`src/ddr_cmd_map.svh`:
```
`ifndef DDR_CMD_MAP_SVH
`define DDR_CMD_MAP_SVH
// How it works
// - Commands decoded from select, strobes, enable at rise.
// - Auto precharge pin picks close or keep row.
// - Tables apply only with enable high twice.
// - No command to a bank in transient state.
// - Precharge makes bank idle after precharge period.
// - Activate opens row after activate delay.
// - Read auto precharge busy until precharge ends.
// - Write auto precharge busy until precharge ends.
// - Refresh needs only no-ops until cycle ends.
// - Mode load needs only no-ops until delay.
// - Precharge all needs no-ops until period ends.
// - Refresh and mode load need all idle.
// - Each precharged bank must permit precharging.
// - Other banks take commands their state allows.
// - Write after read waits for burst end.
// - Read auto precharge starts at earliest precharge.
// - Write auto precharge starts after write recovery.
// - Other banks usable during auto precharge, no contention.
// - Cross-bank delays after auto precharge commands.
// - Write-to-read delay at least two clocks.
// - Deselect runs nothing new, work continues.
// - Controller never makes an illegal combination.
`define NBANK 4
`define BA_W 2
`define CLK_PS 25000
`define MCLK_HALF 4
`define MCLK_PS (`CLK_PS * 2 * `MCLK_HALF)
`define T_RP_PS 15000
`define T_RCD_PS 15000
`define T_RFC_PS 105000
`define T_WR_PS 15000
`define T_WTR_PS 7500
`define T_MRD_CK 2
`define READ_LATENCY 3
`define BURST_LENGTH 4
`define CK(ps) (((ps) + `MCLK_PS - 1) / `MCLK_PS)
`define RP_CK `CK(`T_RP_PS)
`define RCD_CK `CK(`T_RCD_PS)
`define RFC_CK `CK(`T_RFC_PS)
`define WR_CK `CK(`T_WR_PS)
`define WTR_CK ((`CK(`T_WTR_PS) > 2) ? `CK(`T_WTR_PS) : 2)
`define HALF_BL (`BURST_LENGTH / 2)
`define RDAP_CK (`HALF_BL + `RP_CK)
`define WRAP_CK ((`READ_LATENCY - 1) + `HALF_BL + `WR_CK + `RP_CK)
`define RD_RD_CK `HALF_BL
`define RD_WR_CK (`HALF_BL + 2)
`define WR_RD_CK ((`READ_LATENCY - 1) + `HALF_BL + `WTR_CK)
`define WR_WR_CK `HALF_BL
`define RD_BUSY_CK (`READ_LATENCY + `HALF_BL)
`define WR_BUSY_CK ((`READ_LATENCY - 1) + `HALF_BL)
`endif

```
`src/ddr_cmd_pkg.sv`:
```
`default_nettype none
`include "ddr_cmd_map.svh"
package ddr_cmd_pkg;
  typedef enum logic [5:0] {
    B_IDLE = 6'h01,
    B_PRE = 6'h02,
    B_ACT = 6'h04,
    B_OPEN = 6'h08,
    B_RDAP = 6'h10,
    B_WRAP = 6'h20
  } bank_state_t;
  typedef enum logic [2:0] {
    D_NORM = 3'h1,
    D_REF = 3'h2,
    D_LMR = 3'h4
  } dev_mode_t;
  typedef enum logic [2:0] {
    C_NOP = 3'h0,
    C_ACT = 3'h1,
    C_RD = 3'h2,
    C_WR = 3'h3,
    C_PRE = 3'h4,
    C_PREA = 3'h5,
    C_REF = 3'h6,
    C_LM = 3'h7
  } cmd_t;

  // State a bank holds at this edge once a running delay expires
  function automatic bank_state_t bank_eff(input bank_state_t s,
                                           input logic [7:0] c);
    bank_state_t r;
    r = s;
    if (c == 8'h01) begin
      if (s == B_ACT) begin
        r = B_OPEN;
      end else if (s != B_OPEN) begin
        r = B_IDLE;
      end
    end
    return r;
  endfunction

  function automatic logic pre_ok(input bank_state_t s);
    return (s == B_IDLE) || (s == B_OPEN) || (s == B_PRE);
  endfunction

  // Decrement, but never shorten a wait already running
  function automatic logic [7:0] hold(input logic [7:0] cur,
                                      input logic [7:0] load);
    logic [7:0] d;
    d = (cur != 8'h00) ? cur - 8'h01 : 8'h00;
    return (load > d) ? load : d;
  endfunction

  function automatic logic [2:0] cmd_pins(input cmd_t c);
    logic [2:0] p;
    p = 3'h7;
    case (c)
      C_ACT: p = 3'h3;
      C_RD: p = 3'h5;
      C_WR: p = 3'h4;
      C_PRE, C_PREA: p = 3'h2;
      C_REF: p = 3'h1;
      C_LM: p = 3'h0;
      default: p = 3'h7;
    endcase
    return p;
  endfunction

  function automatic cmd_t cmd_decode(input logic cs_b,
                                      input logic [2:0] rcw,
                                      input logic ap);
    cmd_t c;
    c = C_NOP;
    if (!cs_b) begin
      case (rcw)
        3'h3: c = C_ACT;
        3'h5: c = C_RD;
        3'h4: c = C_WR;
        3'h2: c = ap ? C_PREA : C_PRE;
        3'h1: c = C_REF;
        3'h0: c = C_LM;
        default: c = C_NOP;
      endcase
    end
    return c;
  endfunction
endpackage
`default_nettype wire

```
`src/ddr_cmd_if.sv`:
```
`timescale 1ns/10ps
`default_nettype none
`include "ddr_cmd_map.svh"
interface ddr_cmd_if;
  logic mem_clk;
  logic cke;
  logic cs_b;
  logic ras_b;
  logic cas_b;
  logic we_b;
  logic ap_sel;
  logic [`BA_W-1:0] ba;
  modport ctrl (output mem_clk, cke, cs_b, ras_b, cas_b, we_b, ap_sel, ba);
  modport device (input mem_clk, cke, cs_b, ras_b, cas_b, we_b, ap_sel, ba);
endinterface
`default_nettype wire

```
`src/ddr_cmd_issuer.sv`:
```
`timescale 1ns/10ps
`default_nettype none
`include "ddr_cmd_map.svh"
module ddr_cmd_issuer
  import ddr_cmd_pkg::*;
(
  input wire logic clock,
  input wire logic rst_b,
  input wire logic clk_en,
  input wire logic req_valid,
  input wire cmd_t req_cmd,
  input wire logic [`BA_W-1:0] req_bank,
  input wire logic req_ap,
  output logic req_done,
  output logic req_err,
  ddr_cmd_if.ctrl mem
);
  // ****************************************
  // Memory clock divider
  // ****************************************
  logic [2:0] div_reg;
  logic mclk_reg;
  logic div_end;
  logic tick;

  assign div_end = div_reg == 3'(`MCLK_HALF - 1);
  // Pins change on the falling edge, half a period before the device samples
  assign tick = div_end & mclk_reg;

  always_ff @(posedge clock or negedge rst_b) begin
    if (!rst_b) begin
      div_reg <= 3'h0;
      mclk_reg <= 1'b0;
    end else if (clk_en) begin
      div_reg <= div_end ? 3'h0 : div_reg + 3'h1;
      if (div_end) begin
        mclk_reg <= ~mclk_reg;
      end
    end
  end

  // ****************************************
  // Timing windows shared by all banks
  // ****************************************
  logic [7:0] rd_wait_reg;
  logic [7:0] wr_wait_reg;
  logic [7:0] dev_wait_reg;
  logic [7:0] burst_reg;
  logic cke_reg;
  bank_state_t bst_reg [`NBANK];
  bank_state_t eff [`NBANK];
  bank_state_t tgt;
  logic [`NBANK-1:0] idle_vec;
  logic [`NBANK-1:0] pre_vec;
  logic all_idle;
  logic all_pre;
  logic rd_ok;
  logic wr_ok;
  logic dev_ok;
  logic burst_ok;
  logic legal;
  logic hopeless;
  logic go;
  logic is_rd;
  logic is_wr;
  logic rw_go;

  assign tgt = eff[req_bank];
  assign all_idle = idle_vec == {`NBANK{1'b1}};
  assign all_pre = pre_vec == {`NBANK{1'b1}};
  assign rd_ok = rd_wait_reg <= 8'h01;
  assign wr_ok = wr_wait_reg <= 8'h01;
  assign dev_ok = dev_wait_reg <= 8'h01;
  assign burst_ok = burst_reg <= 8'h01;
  assign is_rd = req_cmd == C_RD;
  assign is_wr = req_cmd == C_WR;

  // Only combinations the state tables allow ever leave this block
  assign legal = cke_reg && dev_ok && (
    req_cmd == C_NOP
    || req_cmd == C_ACT && tgt == B_IDLE
    || req_cmd == C_PRE && pre_ok(tgt)
    || is_rd && tgt == B_OPEN && rd_ok
    || is_wr && tgt == B_OPEN && wr_ok
    || req_cmd == C_PREA && all_pre
    || (req_cmd == C_REF || req_cmd == C_LM)
       && all_idle && burst_ok);
  // Waiting would never help: the bank sits in a stable wrong state
  assign hopeless = req_cmd == C_ACT && tgt == B_OPEN
    || (is_rd || is_wr) && tgt == B_IDLE;
  assign go = tick && req_valid && legal;
  assign rw_go = go && (is_rd || is_wr);

  always_ff @(posedge clock or negedge rst_b) begin
    if (!rst_b) begin
      rd_wait_reg <= 8'h00;
      wr_wait_reg <= 8'h00;
      dev_wait_reg <= 8'h00;
      burst_reg <= 8'h00;
    end else if (clk_en && tick) begin
      if (rw_go && is_rd) begin
        rd_wait_reg <= hold(rd_wait_reg, 8'(`RD_RD_CK));
        wr_wait_reg <= hold(wr_wait_reg, 8'(`RD_WR_CK));
        burst_reg <= hold(burst_reg, 8'(`RD_BUSY_CK));
      end else if (rw_go) begin
        rd_wait_reg <= hold(rd_wait_reg, 8'(`WR_RD_CK));
        wr_wait_reg <= hold(wr_wait_reg, 8'(`WR_WR_CK));
        burst_reg <= hold(burst_reg, 8'(`WR_BUSY_CK));
      end else begin
        rd_wait_reg <= hold(rd_wait_reg, 8'h00);
        wr_wait_reg <= hold(wr_wait_reg, 8'h00);
        burst_reg <= hold(burst_reg, 8'h00);
      end
      if (go && req_cmd == C_REF) begin
        dev_wait_reg <= 8'(`RFC_CK);
      end else if (go && req_cmd == C_LM) begin
        dev_wait_reg <= 8'(`T_MRD_CK);
      end else if (go && req_cmd == C_PREA) begin
        dev_wait_reg <= 8'(`RP_CK);
      end else begin
        dev_wait_reg <= hold(dev_wait_reg, 8'h00);
      end
    end
  end

  // ****************************************
  // Mirror of each bank's state
  // ****************************************
  for (genvar b = 0; b < `NBANK; b++) begin : g_bank
    logic [7:0] cnt_reg;
    logic [7:0] cnt_next;
    bank_state_t st_next;
    logic hit;

    assign eff[b] = bank_eff(bst_reg[b], cnt_reg);
    assign idle_vec[b] = eff[b] == B_IDLE;
    assign pre_vec[b] = pre_ok(eff[b]);
    assign hit = go && req_bank == `BA_W'(b);

    always_comb begin
      st_next = eff[b];
      cnt_next = hold(cnt_reg, 8'h00);
      if (go && req_cmd == C_PREA) begin
        st_next = B_PRE;
        cnt_next = 8'(`RP_CK);
      end else if (hit) begin
        case (req_cmd)
          C_ACT: begin
            st_next = B_ACT;
            cnt_next = 8'(`RCD_CK);
          end
          C_PRE: begin
            st_next = B_PRE;
            cnt_next = 8'(`RP_CK);
          end
          C_RD: begin
            if (req_ap) begin
              st_next = B_RDAP;
              cnt_next = 8'(`RDAP_CK);
            end
          end
          C_WR: begin
            if (req_ap) begin
              st_next = B_WRAP;
              cnt_next = 8'(`WRAP_CK);
            end
          end
          default: st_next = eff[b];
        endcase
      end
    end

    always_ff @(posedge clock or negedge rst_b) begin
      if (!rst_b) begin
        bst_reg[b] <= B_IDLE;
        cnt_reg <= 8'h00;
      end else if (clk_en && tick) begin
        bst_reg[b] <= st_next;
        cnt_reg <= cnt_next;
      end
    end
  end

  // ****************************************
  // Command pins and request answers
  // ****************************************
  logic cs_b_reg;
  logic [2:0] rcw_reg;
  logic ap_reg;
  logic [`BA_W-1:0] ba_reg;

  always_ff @(posedge clock or negedge rst_b) begin
    if (!rst_b) begin
      cke_reg <= 1'b0;
      cs_b_reg <= 1'b1;
      rcw_reg <= 3'h7;
      ap_reg <= 1'b0;
      ba_reg <= `BA_W'(0);
      req_done <= 1'b0;
      req_err <= 1'b0;
    end else if (clk_en) begin
      req_done <= go;
      req_err <= tick && req_valid && !legal && hopeless;
      if (tick) begin
        cke_reg <= 1'b1;
        // Deselect between commands keeps the device running undisturbed
        cs_b_reg <= !go;
        rcw_reg <= go ? cmd_pins(req_cmd) : 3'h7;
        ap_reg <= go && (req_cmd == C_PREA
                         || (is_rd || is_wr) && req_ap);
        ba_reg <= req_bank;
      end
    end
  end

  assign mem.mem_clk = mclk_reg;
  assign mem.cke = cke_reg;
  assign mem.cs_b = cs_b_reg;
  assign mem.ras_b = rcw_reg[2];
  assign mem.cas_b = rcw_reg[1];
  assign mem.we_b = rcw_reg[0];
  assign mem.ap_sel = ap_reg;
  assign mem.ba = ba_reg;
endmodule
`default_nettype wire

```
`src/flat_wrapper.sv`:
```
// flat-port wrapper written by rule: the top's interface ports become plain ports
module ddr_cmd_issuer_flat import ddr_cmd_pkg::*;
  (clock, rst_b, clk_en, req_valid, req_cmd, req_bank, req_ap, req_done, req_err, mem_mem_clk, mem_cke, mem_cs_b, mem_ras_b, mem_cas_b, mem_we_b, mem_ap_sel, mem_ba);
  ddr_cmd_if mem_i ();
  input wire logic clock;
  input wire logic rst_b;
  input wire logic clk_en;
  input wire logic req_valid;
  input wire cmd_t req_cmd;
  input wire logic [`BA_W-1:0] req_bank;
  input wire logic req_ap;
  output logic req_done;
  output logic req_err;
  output wire logic [$bits(mem_i.mem_clk)-1:0] mem_mem_clk;
  output wire logic [$bits(mem_i.cke)-1:0] mem_cke;
  output wire logic [$bits(mem_i.cs_b)-1:0] mem_cs_b;
  output wire logic [$bits(mem_i.ras_b)-1:0] mem_ras_b;
  output wire logic [$bits(mem_i.cas_b)-1:0] mem_cas_b;
  output wire logic [$bits(mem_i.we_b)-1:0] mem_we_b;
  output wire logic [$bits(mem_i.ap_sel)-1:0] mem_ap_sel;
  output wire logic [$bits(mem_i.ba)-1:0] mem_ba;
  assign mem_mem_clk = mem_i.mem_clk;
  assign mem_cke = mem_i.cke;
  assign mem_cs_b = mem_i.cs_b;
  assign mem_ras_b = mem_i.ras_b;
  assign mem_cas_b = mem_i.cas_b;
  assign mem_we_b = mem_i.we_b;
  assign mem_ap_sel = mem_i.ap_sel;
  assign mem_ba = mem_i.ba;
  ddr_cmd_issuer u_core (.clock(clock), .rst_b(rst_b), .clk_en(clk_en), .req_valid(req_valid), .req_cmd(req_cmd), .req_bank(req_bank), .req_ap(req_ap), .req_done(req_done), .req_err(req_err), .mem(mem_i));
endmodule
```
`config.mk`:
```
export PLATFORM = sky130hd
export DESIGN_NAME = ddr_cmd_issuer_flat
export DESIGN_NICKNAME = d
export VERILOG_FILES = /design/src/ddr_cmd_pkg.sv /design/src/ddr_cmd_if.sv /design/src/ddr_cmd_issuer.sv /design/src/flat_wrapper.sv
export VERILOG_INCLUDE_DIRS = /design/src
export SDC_FILE = /design/constraint.sdc
export NUM_CORES = 1
export LEC_CHECK = 0
export ABC_AREA = 1
export BUFFER_PORTS_ARGS = -buffer_cell sky130_fd_sc_hd__buf_2
export CAP_MARGIN = 30
export CORE_AREA = 2 2 209 129
export CTS_CLUSTER_DIAMETER = 50
export DETAILED_ROUTE_END_ITERATION = 8
export DIE_AREA = 0 0 211 131
export GPL_TIMING_DRIVEN = 0
export SLEW_MARGIN = 20
export SYNTH_ARGS = -nofsm -noshare
export SYNTH_HDL_FRONTEND = slang
export SYNTH_SLANG_ARGS = --single-unit
```
`constraint.sdc`:
```
create_clock -name clock -period 2.4 [get_ports clock]
set_clock_uncertainty 0.15 [all_clocks]
set_input_delay 0.12 -clock clock [delete_from_list [all_inputs] [get_ports clock]]
set_output_delay 0.12 -clock clock [all_outputs]
set_load 0.1 [all_outputs]
```
After elaboration in Yosys (flattened, before gate mapping):

Index checks and enable logic that the tools add are counted.

* register bits: 102
* bits of input ports: 10
* output and inout bits: 11
* logic and storage cells: 246

* $add $sub $neg: 9
* $lt $le $gt $ge: 19
* eq/ne operators: 40
* muxes and demuxes: 89
* bitwise operators: 3
* reductions and logical operators: 65

Operator list (count)
* $mux 8: 47
* $mux 6: 30
* $pmux 6 s4: 4
* $pmux 8 s3: 4
* $gt 1x8->1 const A: 8
* $reduce_bool 8->1: 8
* $sub 8x1->8 const B: 8
* $eq 8x1->1 const B: 4
* $gt 3x8->1 const A: 4
* $le 8x1->1 const B: 4
* $eq 6x1->1 const B: 5
* $eq 6x2->1 const B: 5
* $eq 6x4->1 const B: 5
* $logic_and 1x1->1: 29
* $eq 6x3->1 const B: 4
* $ne 6x4->1 const B: 4
* $logic_or 1x1->1: 20
* $pmux 3 s6: 1
* $gt 2x8->1 const A: 2
* $bmux 6 s2: 1
* $eq 3x3->1 const B: 4
* $eq 3x2->1 const B: 3
* $eq 4x4->1 const B: 2
* $mux 3: 2
* other kinds (13): 17

Logic depth before layout (Yosys ltp):

Gate-level depths: netlist of run 1.

* word-level depth: 22
* gate-level depth with buffers: 24
* depth with buffers taken out: 24

Least setup slack after synthesis of run 1:

Ideal clock, no wire load.

* path type: reg-to-reg
* start point: register u_core.g_bank[1].cnt_reg[1]
* end point: register u_core.dev_wait_reg[1]
* setup time: 0.122 ns
* arrival: 2.188 ns
* required time: 2.128 ns
* slack: -0.060 ns
* cell stages (with the launch flop): 23
* path buffers: 1
* clock period less this slack: 2.460 ns
* path through: dfrtp_1 > inv_1 > ha_1 > nand2_2 > nor2_4 > nor2_1 > nand2_1 > nand2_1 > nor2_1 > nand2_1 > nor2_2 > nand2_1 > nand2_1 > nand2_1 > nand2_1 > nor2_2 > nor2_4 > nand3_4 > buf_6 > nand2_1 > nand2_1 > nand2_1 > o21ai_1

* longest elaborated chain between the ends: 20
* elaborated cells on any way between the ends: 40
* classes of those cells: eq/ne (9); mux (7); reduce/logical (24)

RTL lines
* start: declaration: line ddr_cmd_issuer.sv:130 `logic [7:0] cnt_reg;`
* start signal: assignment: line ddr_cmd_issuer.sv:179 `cnt_reg <= cnt_next;`
* $eq 8x1->1 (*): line ddr_cmd_pkg.sv:33 `if (c == 8'h01) begin`
* $mux 6 (*): line ddr_cmd_pkg.sv:33
* $bmux 6 s2: line ddr_cmd_issuer.sv:68 `assign tgt = eff[req_bank];`
* $mux 6 (not written as such) (2 in a row): line ddr_cmd_issuer.sv:68
* $eq 6x1->1 or $eq 6x4->1 (tied branches)
* $logic_or 1x1->1 (2 in a row): line ddr_cmd_pkg.sv:44 `return (s == B_IDLE) || (s == B_OPEN) || (s == B_PRE);`
* $logic_and 1x1->1: line ddr_cmd_issuer.sv:82 `|| req_cmd == C_PRE && pre_ok(tgt)`
* $logic_or 1x1->1: line ddr_cmd_issuer.sv:82
* (+2 left out)
* $logic_or 1x1->1: line ddr_cmd_issuer.sv:85 `|| req_cmd == C_PREA && all_pre`
* $logic_or 1x1->1 (*): line ddr_cmd_issuer.sv:86 `|| (req_cmd == C_REF || req_cmd == C_LM)`
* $logic_and 1x1->1 (*): line ddr_cmd_issuer.sv:79 `assign legal = cke_reg && dev_ok && (`
* $logic_and 1x1->1 (*): line ddr_cmd_issuer.sv:91 `assign go = tick && req_valid && legal;`
* $logic_and 1x1->1: line ddr_cmd_issuer.sv:118 `end else if (go && req_cmd == C_PREA) begin`
* $mux 8: line ddr_cmd_issuer.sv:118
* $mux 8: line ddr_cmd_issuer.sv:116 `end else if (go && req_cmd == C_LM) begin`
* $mux 8 (*): line ddr_cmd_issuer.sv:114 `if (go && req_cmd == C_REF) begin`
* end signal: assignment: line ddr_cmd_issuer.sv:115 `` dev_wait_reg <= 8'(`RFC_CK); ``
* end signal: assignment: line ddr_cmd_issuer.sv:117 `` dev_wait_reg <= 8'(`T_MRD_CK); ``
* end signal: assignment: line ddr_cmd_issuer.sv:119 `` dev_wait_reg <= 8'(`RP_CK); ``
* end: declaration: line ddr_cmd_issuer.sv:47 `logic [7:0] dev_wait_reg;`

Every way passes the cells marked *; elsewhere a longest branch is shown, timed or not. The select of a mux whose other input is x is not followed.
A chain may end at the register's enable or synchronous reset.

Final worst setup path of run 1:

* start point: register u_core.g_bank[1].cnt_reg[5]
* end point: register u_core.g_bank[1].cnt_reg[6]

* longest elaborated chain between the ends: 19
* elaborated cells on any way between the ends: 46
* classes of those cells: add/sub (1); order compare (1); eq/ne (9); mux (11); reduce/logical (24)

RTL lines
* parallel branches: the longest is 18 deep, another holds $sub 8x1->8
* $mux 8 (*): line ddr_cmd_issuer.sv:143 `if (go && req_cmd == C_PREA) begin`

Every way passes the cells marked *. The select of a mux whose other input is x is not followed.

==> results of run 1 <==
-- power groups by stage --
stage | combinational (W) | sequential, W | clock, W
after floorplan | 0.00389 | 0.00341 | 0
after global placement | 0.00536 | 0.00306 | 0
after detailed placement | 0.00547 | 0.00306 | 0
after CTS | 0.00607 | 0.00303 | 0.00154
after global routing | 0.00699 | 0.00315 | 0.00160
final | 0.00629 | 0.00305 | 0.00151
-- through the flow --
stage	hold WS (ps)	utilization, %	cell area, µm²	setup WS (ps)
6_report	29.1	36.3	9390	-518
3_5_place_dp	-71.2	31.8	8220	-1100
4_1_cts	13.5	35.9	9270	-416
5_1_grt	52.4	36.3	9390	-686
2_1_floorplan	-326	-	7680	-42.9
3_3_place_gp	240	31.7	8190	-1010
-- cell type report --
class	instances	area share (%)
plain buffers	28	2.00
clock buffers	12	2.52
clock inverters	4	0.506
inverters	150	6.18
multi-input cells	874	51.0
flip-flops and latches	102	27.4
repair buffers	63	5.93
well taps	336	4.48
-- kinds of logic after synthesis --
| logic type | count (synthesis) | share of synthesized area (%) |
|---|---|---|
| xor gates and xnor gates | 24 | 2.77 |
| buffers and inverters | 178 | 9.17 |
| AOI/OAI and AO/OA | 167 | 12.5 |
| DFF | 102 | 33.8 |
| muxes | 1 | 0.132 |
| adders and majority gates | 24 | 3.96 |
| and+or+nand+nor | 657 | 37.7 |
-- cells in the final DEF, fill, tap and decap left out, types with 5 or more instances in the layout --
cell,Yosys,routed
ha_1,24,19
xor2_1,19,19
o211ai_1,9,9
nand2_2,9,36
nor2_4,4,16
nand2_1,353,312
nor2_2,11,23
clkbuf_16,0,9
o21ai_1,14,22
o22ai_1,20,19
buf_4,2,31
nand3_2,0,5
nor2_1,140,116
or2_2,9,9
dlygate4sd3_1,0,7
dfrtp_2,0,5
nand3_1,88,82
nand2_4,1,13
nand4_1,14,14
buf_2,4,21
clkbuf_1,19,15
dfstp_2,8,8
xnor2_1,5,5
dfrtp_1,94,89
a21oi_1,30,28
nor3_1,16,16
inv_1,139,124
buf_6,2,5
inv_2,10,20
o21ai_0,72,60
-- path summary, 6_finish.rpt --
path,from,endpoint,slack [ps],depth (start not counted)
worst max-delay path,u_core.g_bank[1].cnt_reg[5],u_core.g_bank[1].cnt_reg[6],-520,16
worst min-delay path,req_cmd[1],u_core.rcw_reg[1],30,3
max in group asynchronous,rst_b,u_core.bst_reg[0],1280,3
worst min register to register,u_core.rcw_reg[0],u_core.rcw_reg[0],340,2
worst max register to register,u_core.g_bank[1].cnt_reg[5],u_core.g_bank[1].cnt_reg[6],-520,16
min in group asynchronous,rst_b,u_core.rd_wait_reg[3],90,2
-- worst min-delay path, cell delays in order --
cell and delay (ps):
buf_2 140, inv_2 100, o22a_1 190
-- routing by layer --
| layer | vias up | GRT usage, % |
|---|---|---|
| li1 | 3851 | - |
| met1 | 3700 | 30.3 |
| met2 | 342 | 24.3 |
| met3 | 35 | 5.33 |
| met4 | 0 | 5.14 |
| met5 | - | 0 |
-- timing repair --
item                       in CTS  in global routing
cloned                          3                  0
pin swaps                      38                 13
resized for setup             127                 41
hold buffers                    7                  0
setup buffers                  31                  4
hold endpoints to repair      104                  0
setup endpoints to repair      82                 85
==> out/metrics.csv, run 1 <==
metric,value,unit
crit_required,2480,ps
ys.flop_type,dfrtp_1,
violations,negative setup slack,
dp_hpwl,18400,µm
fin_total_pwr,0.0108,W
antenna_found_initial,0,
swShare,50.1,%
ys_types,48,
worstMarginPinSlew,843,ps
wl_met1,13300,µm
rsz0062_at_grt,true,
syn_area,0.00759,mm²
numCtsBuffers,9,
synth_seq_cells,102,
syn_to_final_growth,23.8,%
met2_length,9420,µm
multiInputGateArea,0.00479,mm²
async_flop_share,100,%
grt_max_degree,62,
nFillCells,2671,
endpoint_kind,flip-flop,
setup_viol,77,
setup-tns-final,-32760,ps
die_h,131,µm
hold_class,primary input to flip-flop,
vdd_drop_max,0.657,mV
io_pins,21,
antenna_cells,0,
net-switching-power,0.00544,W
cts_sinks,102,
dr_total_vias,7928,
synth_fp_nets,1187,
slew_headroom,43.8,%
crit_arrival,3000,ps
cts_root_buffer,clkbuf_16,
yosys_warnings,0,
critPathMaxStageDelay,410,ps
synth_most_common_cell,nand2_1,
grt_pass1_wl,40400,µm
drtAntennaViolNets,0,
overflow,0,
clockPowerShare,13.9,%
syn_avg_cell_area,6.58,µm²
slew_viol_final,0,
finalNonFillerCells,1569,
final_layout_size_suffix_gt1_share,20.5,%
synth_edf_count,0,
internal_power,0.00541,W
crit_chain,nor2_2 > nand2_2 > nor2_4 > nand2_4 > nand2_4 > nand2_1 > nor2_2 > nand2_2 > nor2_4 > a21oi_2 > nand2_1 > nor2_2 > nand2_4 > nand4_4 > nor2_4 > o22ai_1,
yosysTopAreaCell,dfrtp_1,
clock_latency,370,ps
combPwrFrac,58.0,%
crit_slowest_cell,dfrtp_1,
drtIter0Drc,837,
finalCriticalPeriod,2920,ps
crit_family,simple AND/OR/NAND/NOR gates,
setup_ws,-518,ps
die_x,211,µm
wl_per_cell,16.5,µm
core,0.0258,mm²
cts_tree,built,
placed_cells,1508,
yosys-top-cells-area,"dfrtp_1 31%, nand2_1 17%, nor2_1 6.9%",
nNetsFinal,1262,
powerDensity,1160,mW/mm²
seq_area,0.00257,mm²
start_util,29.4,%
largest_reg_flops,32,
clk_path_buf_depth,2,
place.gp.congestion,0.997,
die-area,0.0276,mm²
rows,46,
netlist_top_cells_count,"353 x nand2_1, 140 x nor2_1, 139 x inv_1",
cp_num_buf_inv,0,
drc,0,
worstSetupPathType,flip-flop to flip-flop,
start_kind,flip-flop,
synth-seq-area-share,33.8,%
status,"finished, violations left",
drt_wl_total,25800,µm
post-route-period-util,122,%
grt_use_total,19.1,%
routed-wl-met3,2770,µm
critPathMaxFanout,8,
port_buffers,18,
via_per_inst,5.05,
hold_viol_final,0,
leakage,4.66,nW
syn_inst,1153,
drv_cap,0,
grt_pass1_vias,7105,
clock.fmax,343,MHz
cts.htree.levels,3,
synth.top_cell.area_share,31.0,%
top_layer_used,met4,
firstDrtPassIters,6,
seqPwrFrac,28.1,%
path_clk_slew,70,ps
No activity file was read; power rests on OpenSTA's default activity.
==> run 2, diff against run 1 <==
Settings changed: SETUP_SLACK_MARGIN from default to 0.15.
==> run 2 against run 1 <==
  * The flow still finishes with violations (negative setup slack)
  * Worst hold slack gained 2.6 ps
  * Via count grew 0.40%
  * Combinational power grew 3.3%
  * Core utilization grew 0.67 points
  * Clock-buffer cell count grew 1
  * Setup slack lost 41 ps
  * Highest routed layer unchanged
==> out/metrics.csv, run 2 (same netlist as run 1, synthesis figures left out) <==
metric,value,unit,change
setup-tns-final,-36620,ps,was -32760 ps
path_clk_slew,70,ps,about the same
rsz0062_at_grt,true,,unchanged
setup_viol,77,,unchanged
die_h,131,µm,unchanged
grt.met3_usage,5.95,%,was 5.33%
status,"finished, violations left",,unchanged
finalCriticalPeriod,2960,ps,was 2920 ps
drtAntennaViolNets,0,,unchanged
nNetsFinal,1272,,was 1262
overflow,0,,unchanged
start_util,29.4,%,unchanged
seqPwrFrac,27.4,%,was 28.1%
dr_total_vias,7960,,was 7928
internal_power,0.00557,W,was 0.00541 W
grt_pass1_vias,7401,,was 7105
grt_max_degree,55,,was 62
core,0.0258,mm²,unchanged
top_usage_layer,met1,,unchanged
dp_worst_setup_slack,-835,ps,was -1100 ps
drtIter0Drc,814,,was 837
drc,0,,unchanged
grtUsageMet1,29.8,%,was 30.3%
final_cell_mix,"306 x nand2_1, 122 x inv_1, 110 x nor2_1",,"was 312 x nand2_1, 124 x inv_1, 116 x nor2_1"
worstMarginPinSlew,783,ps,was 843 ps
die_x,211,µm,unchanged
endpoint_kind,flip-flop,,unchanged
grt_use_total,19.6,%,was 19.1%
clock.fmax,338,MHz,was 343 MHz
die-area,0.0276,mm²,unchanged
swShare,50.0,%,was 50.1%
port_buffers,18,,unchanged
numCtsBuffers,9,,unchanged
cts_tree,built,,unchanged
path_common_cell,nand2_1,,
rrSetupSlack,-560,ps,was -520 ps
crit_chain,nor2_2 > nand2_2 > nor2_4 > buf_6 > nor2_4 > inv_2 > nand2_1 > nor2_2 > nand2_1 > nor2_2 > a21oi_2 > nand2_1 > nor2_2 > nand2_4 > nand4_4 > buf_6 > nand2_1 > o21ai_1 > nand2_1 > o21ai_1,,was nor2_2 > nand2_2 > nor2_4 > nand2_4 > nand2_4 > nand2_1 > nor2_2 > nand2_2 > nor2_4 > a21oi_2 > nand2_1 > nor2_2 > nand2_4 > nand4_4 > nor2_4 > o22ai_1
startpoint,u_core.g_bank[1].cnt_reg[4],,was u_core.g_bank[1].cnt_reg[5]
violations,negative setup slack,,unchanged
setup_ws,-559,ps,was -518 ps
start_kind,flip-flop,,unchanged
largest_reg_flops,32,,unchanged
cp_num_buf_inv,3,,was 0
grt_use_met2,26.3,%,was 24.3%
final_common_cell,nand2_1,,unchanged
rows,46,,unchanged
final_core_util,37.0,%,was 36.3%
cts_sinks,102,,unchanged
drv_cap,0,,unchanged
dp_hpwl,18400,µm,about the same
crit_arrival,3040,ps,was 3000 ps
worstSetupPathType,flip-flop to flip-flop,,unchanged
clockPowerShare,14.2,%,was 13.9%
crit_family,simple AND/OR/NAND/NOR gates,,unchanged
final_layout_size_suffix_gt1_share,23.3,%,was 20.5%
timing.rr.start,u_core.g_bank[1].cnt_reg[4],,was u_core.g_bank[1].cnt_reg[5]
crit_required,2480,ps,about the same
syn_to_final_growth,26.1,%,was 23.8%
post-route-period-util,123,%,was 122%
vdd_drop_max,0.830,mV,was 0.657 mV
leakage,4.73,nW,was 4.66 nW
wl_per_cell,16.5,µm,about the same
final_cell_area,0.00957,mm²,was 0.00939 mm²
clk_path_buf_depth,2,,unchanged
io_pins,21,,unchanged
nFillCells,2724,,was 2671
drt_wl_total,26000,µm,was 25800 µm
slew_headroom,47.8,%,was 43.8%
place.gp.congestion,1.01,,was 0.997
grt_pass1_wl,41200,µm,was 40400 µm
net-switching-power,0.00556,W,was 0.00544 W
hold_class,primary input to flip-flop,,unchanged
slew_viol_final,0,,unchanged
antenna_found_initial,0,,unchanged
place_area,0.00827,mm²,was 0.00822 mm²
cts.htree.levels,3,,unchanged
antenna_cells,0,,unchanged
clock_latency,380,ps,was 370 ps
hold_viol_final,0,,unchanged
critPathMaxFanout,6,,was 8
powerDensity,1160,mW/mm²,about the same
cts_root_buffer,clkbuf_16,,unchanged
crit_slowest_cell,dfrtp_1,,unchanged
critPathMaxStageDelay,390,ps,was 410 ps
worstHoldStart,req_cmd[2],,was req_cmd[1]
combPwrFrac,58.4,%,was 58.0%
firstDrtPassIters,5,,was 6
via_per_inst,5.04,,was 5.05
## run 2: cell types whose count changed in the layout (fill, tap and decap cells not counted), moves of 6 or more
cell     previous run  this run
nand2_2            36        43
nor2_1            116       110
o21ai_0            60        47
nand2_1           312       306
buf_4              31        38
o21ai_1            22        31
## run 2: worst paths after layout
kind / to / cells past startpoint
min: u_core.rcw_reg[2] / 4
max in group asynchronous: u_core.rcw_reg[2] / 3
max reg2reg: u_core.bst_reg[17] / 20
min reg2reg: u_core.rcw_reg[0] / 2
min in group asynchronous: u_core.bst_reg[8] / 2
max: u_core.bst_reg[17] / 20
## run 2: what timing repair did
| item | 4_1_cts | 5_1_grt |
|---|---|---|
| setup buffers | 34 | 12 |
| pin swaps | 28 | 24 |
| gates cloned | 2 | 0 |
| gates resized for setup | 123 | 61 |
| endpoints found under the hold margin | 63 | 0 |
| setup endpoints to repair | 89 | 93 |
| hold buffers | 6 | 0 |
## run 2: layout make-up
cell class	instances	area (µm²)	area share (%)
buffer	28	208	2.17
clock buffer	13	260	2.72
clock inverter	3	43.8	0.458
inverter	150	576	6.02
multi-input combinational	873	4830	50.5
sequential	102	2570	26.9
tap	336	420	4.40
timing repair buffer	74	659	6.89
## run 2: stage by stage
stage                     power (W)  hold slack, ps  instances
after floorplan             0.00734            -326       1153
after global placement      0.00846             226       1507
after detailed placement    0.00858           -2.53       1509
after global routing         0.0121            50.1       1579
final                        0.0111            31.8       1579
after CTS                    0.0107            9.59       1567
## run 2: power groups by stage
stage / registers (W) / clock network (W) / logic [W]
finish: 0.00306 / 0.00158 / 0.00650
global route: 0.00314 / 0.00169 / 0.00727
CTS: 0.00303 / 0.00162 / 0.00607
detailed placement: 0.00306 / 0 / 0.00552
global placement: 0.00306 / 0 / 0.00540
floorplan: 0.00341 / 0 / 0.00393
## run 2: layer usage
layer  vias to the layer above  wire, µm
met2                       271     10000
met1                      3782     13400
li1                       3878         -
met4                         0       356
met5                         -         0
met3                        29      2240
## run 2: worst reg2reg max path: cells and delay by family (launching register included)
| kind | cells | cell delay (ps) |
|---|---|---|
| AO/OA/AOI/OAI | 3 | 200 |
| buffers and inverters | 3 | 420 |
| AND/OR/NAND/NOR | 14 | 1640 |
| flip-flops | 1 | 390 |
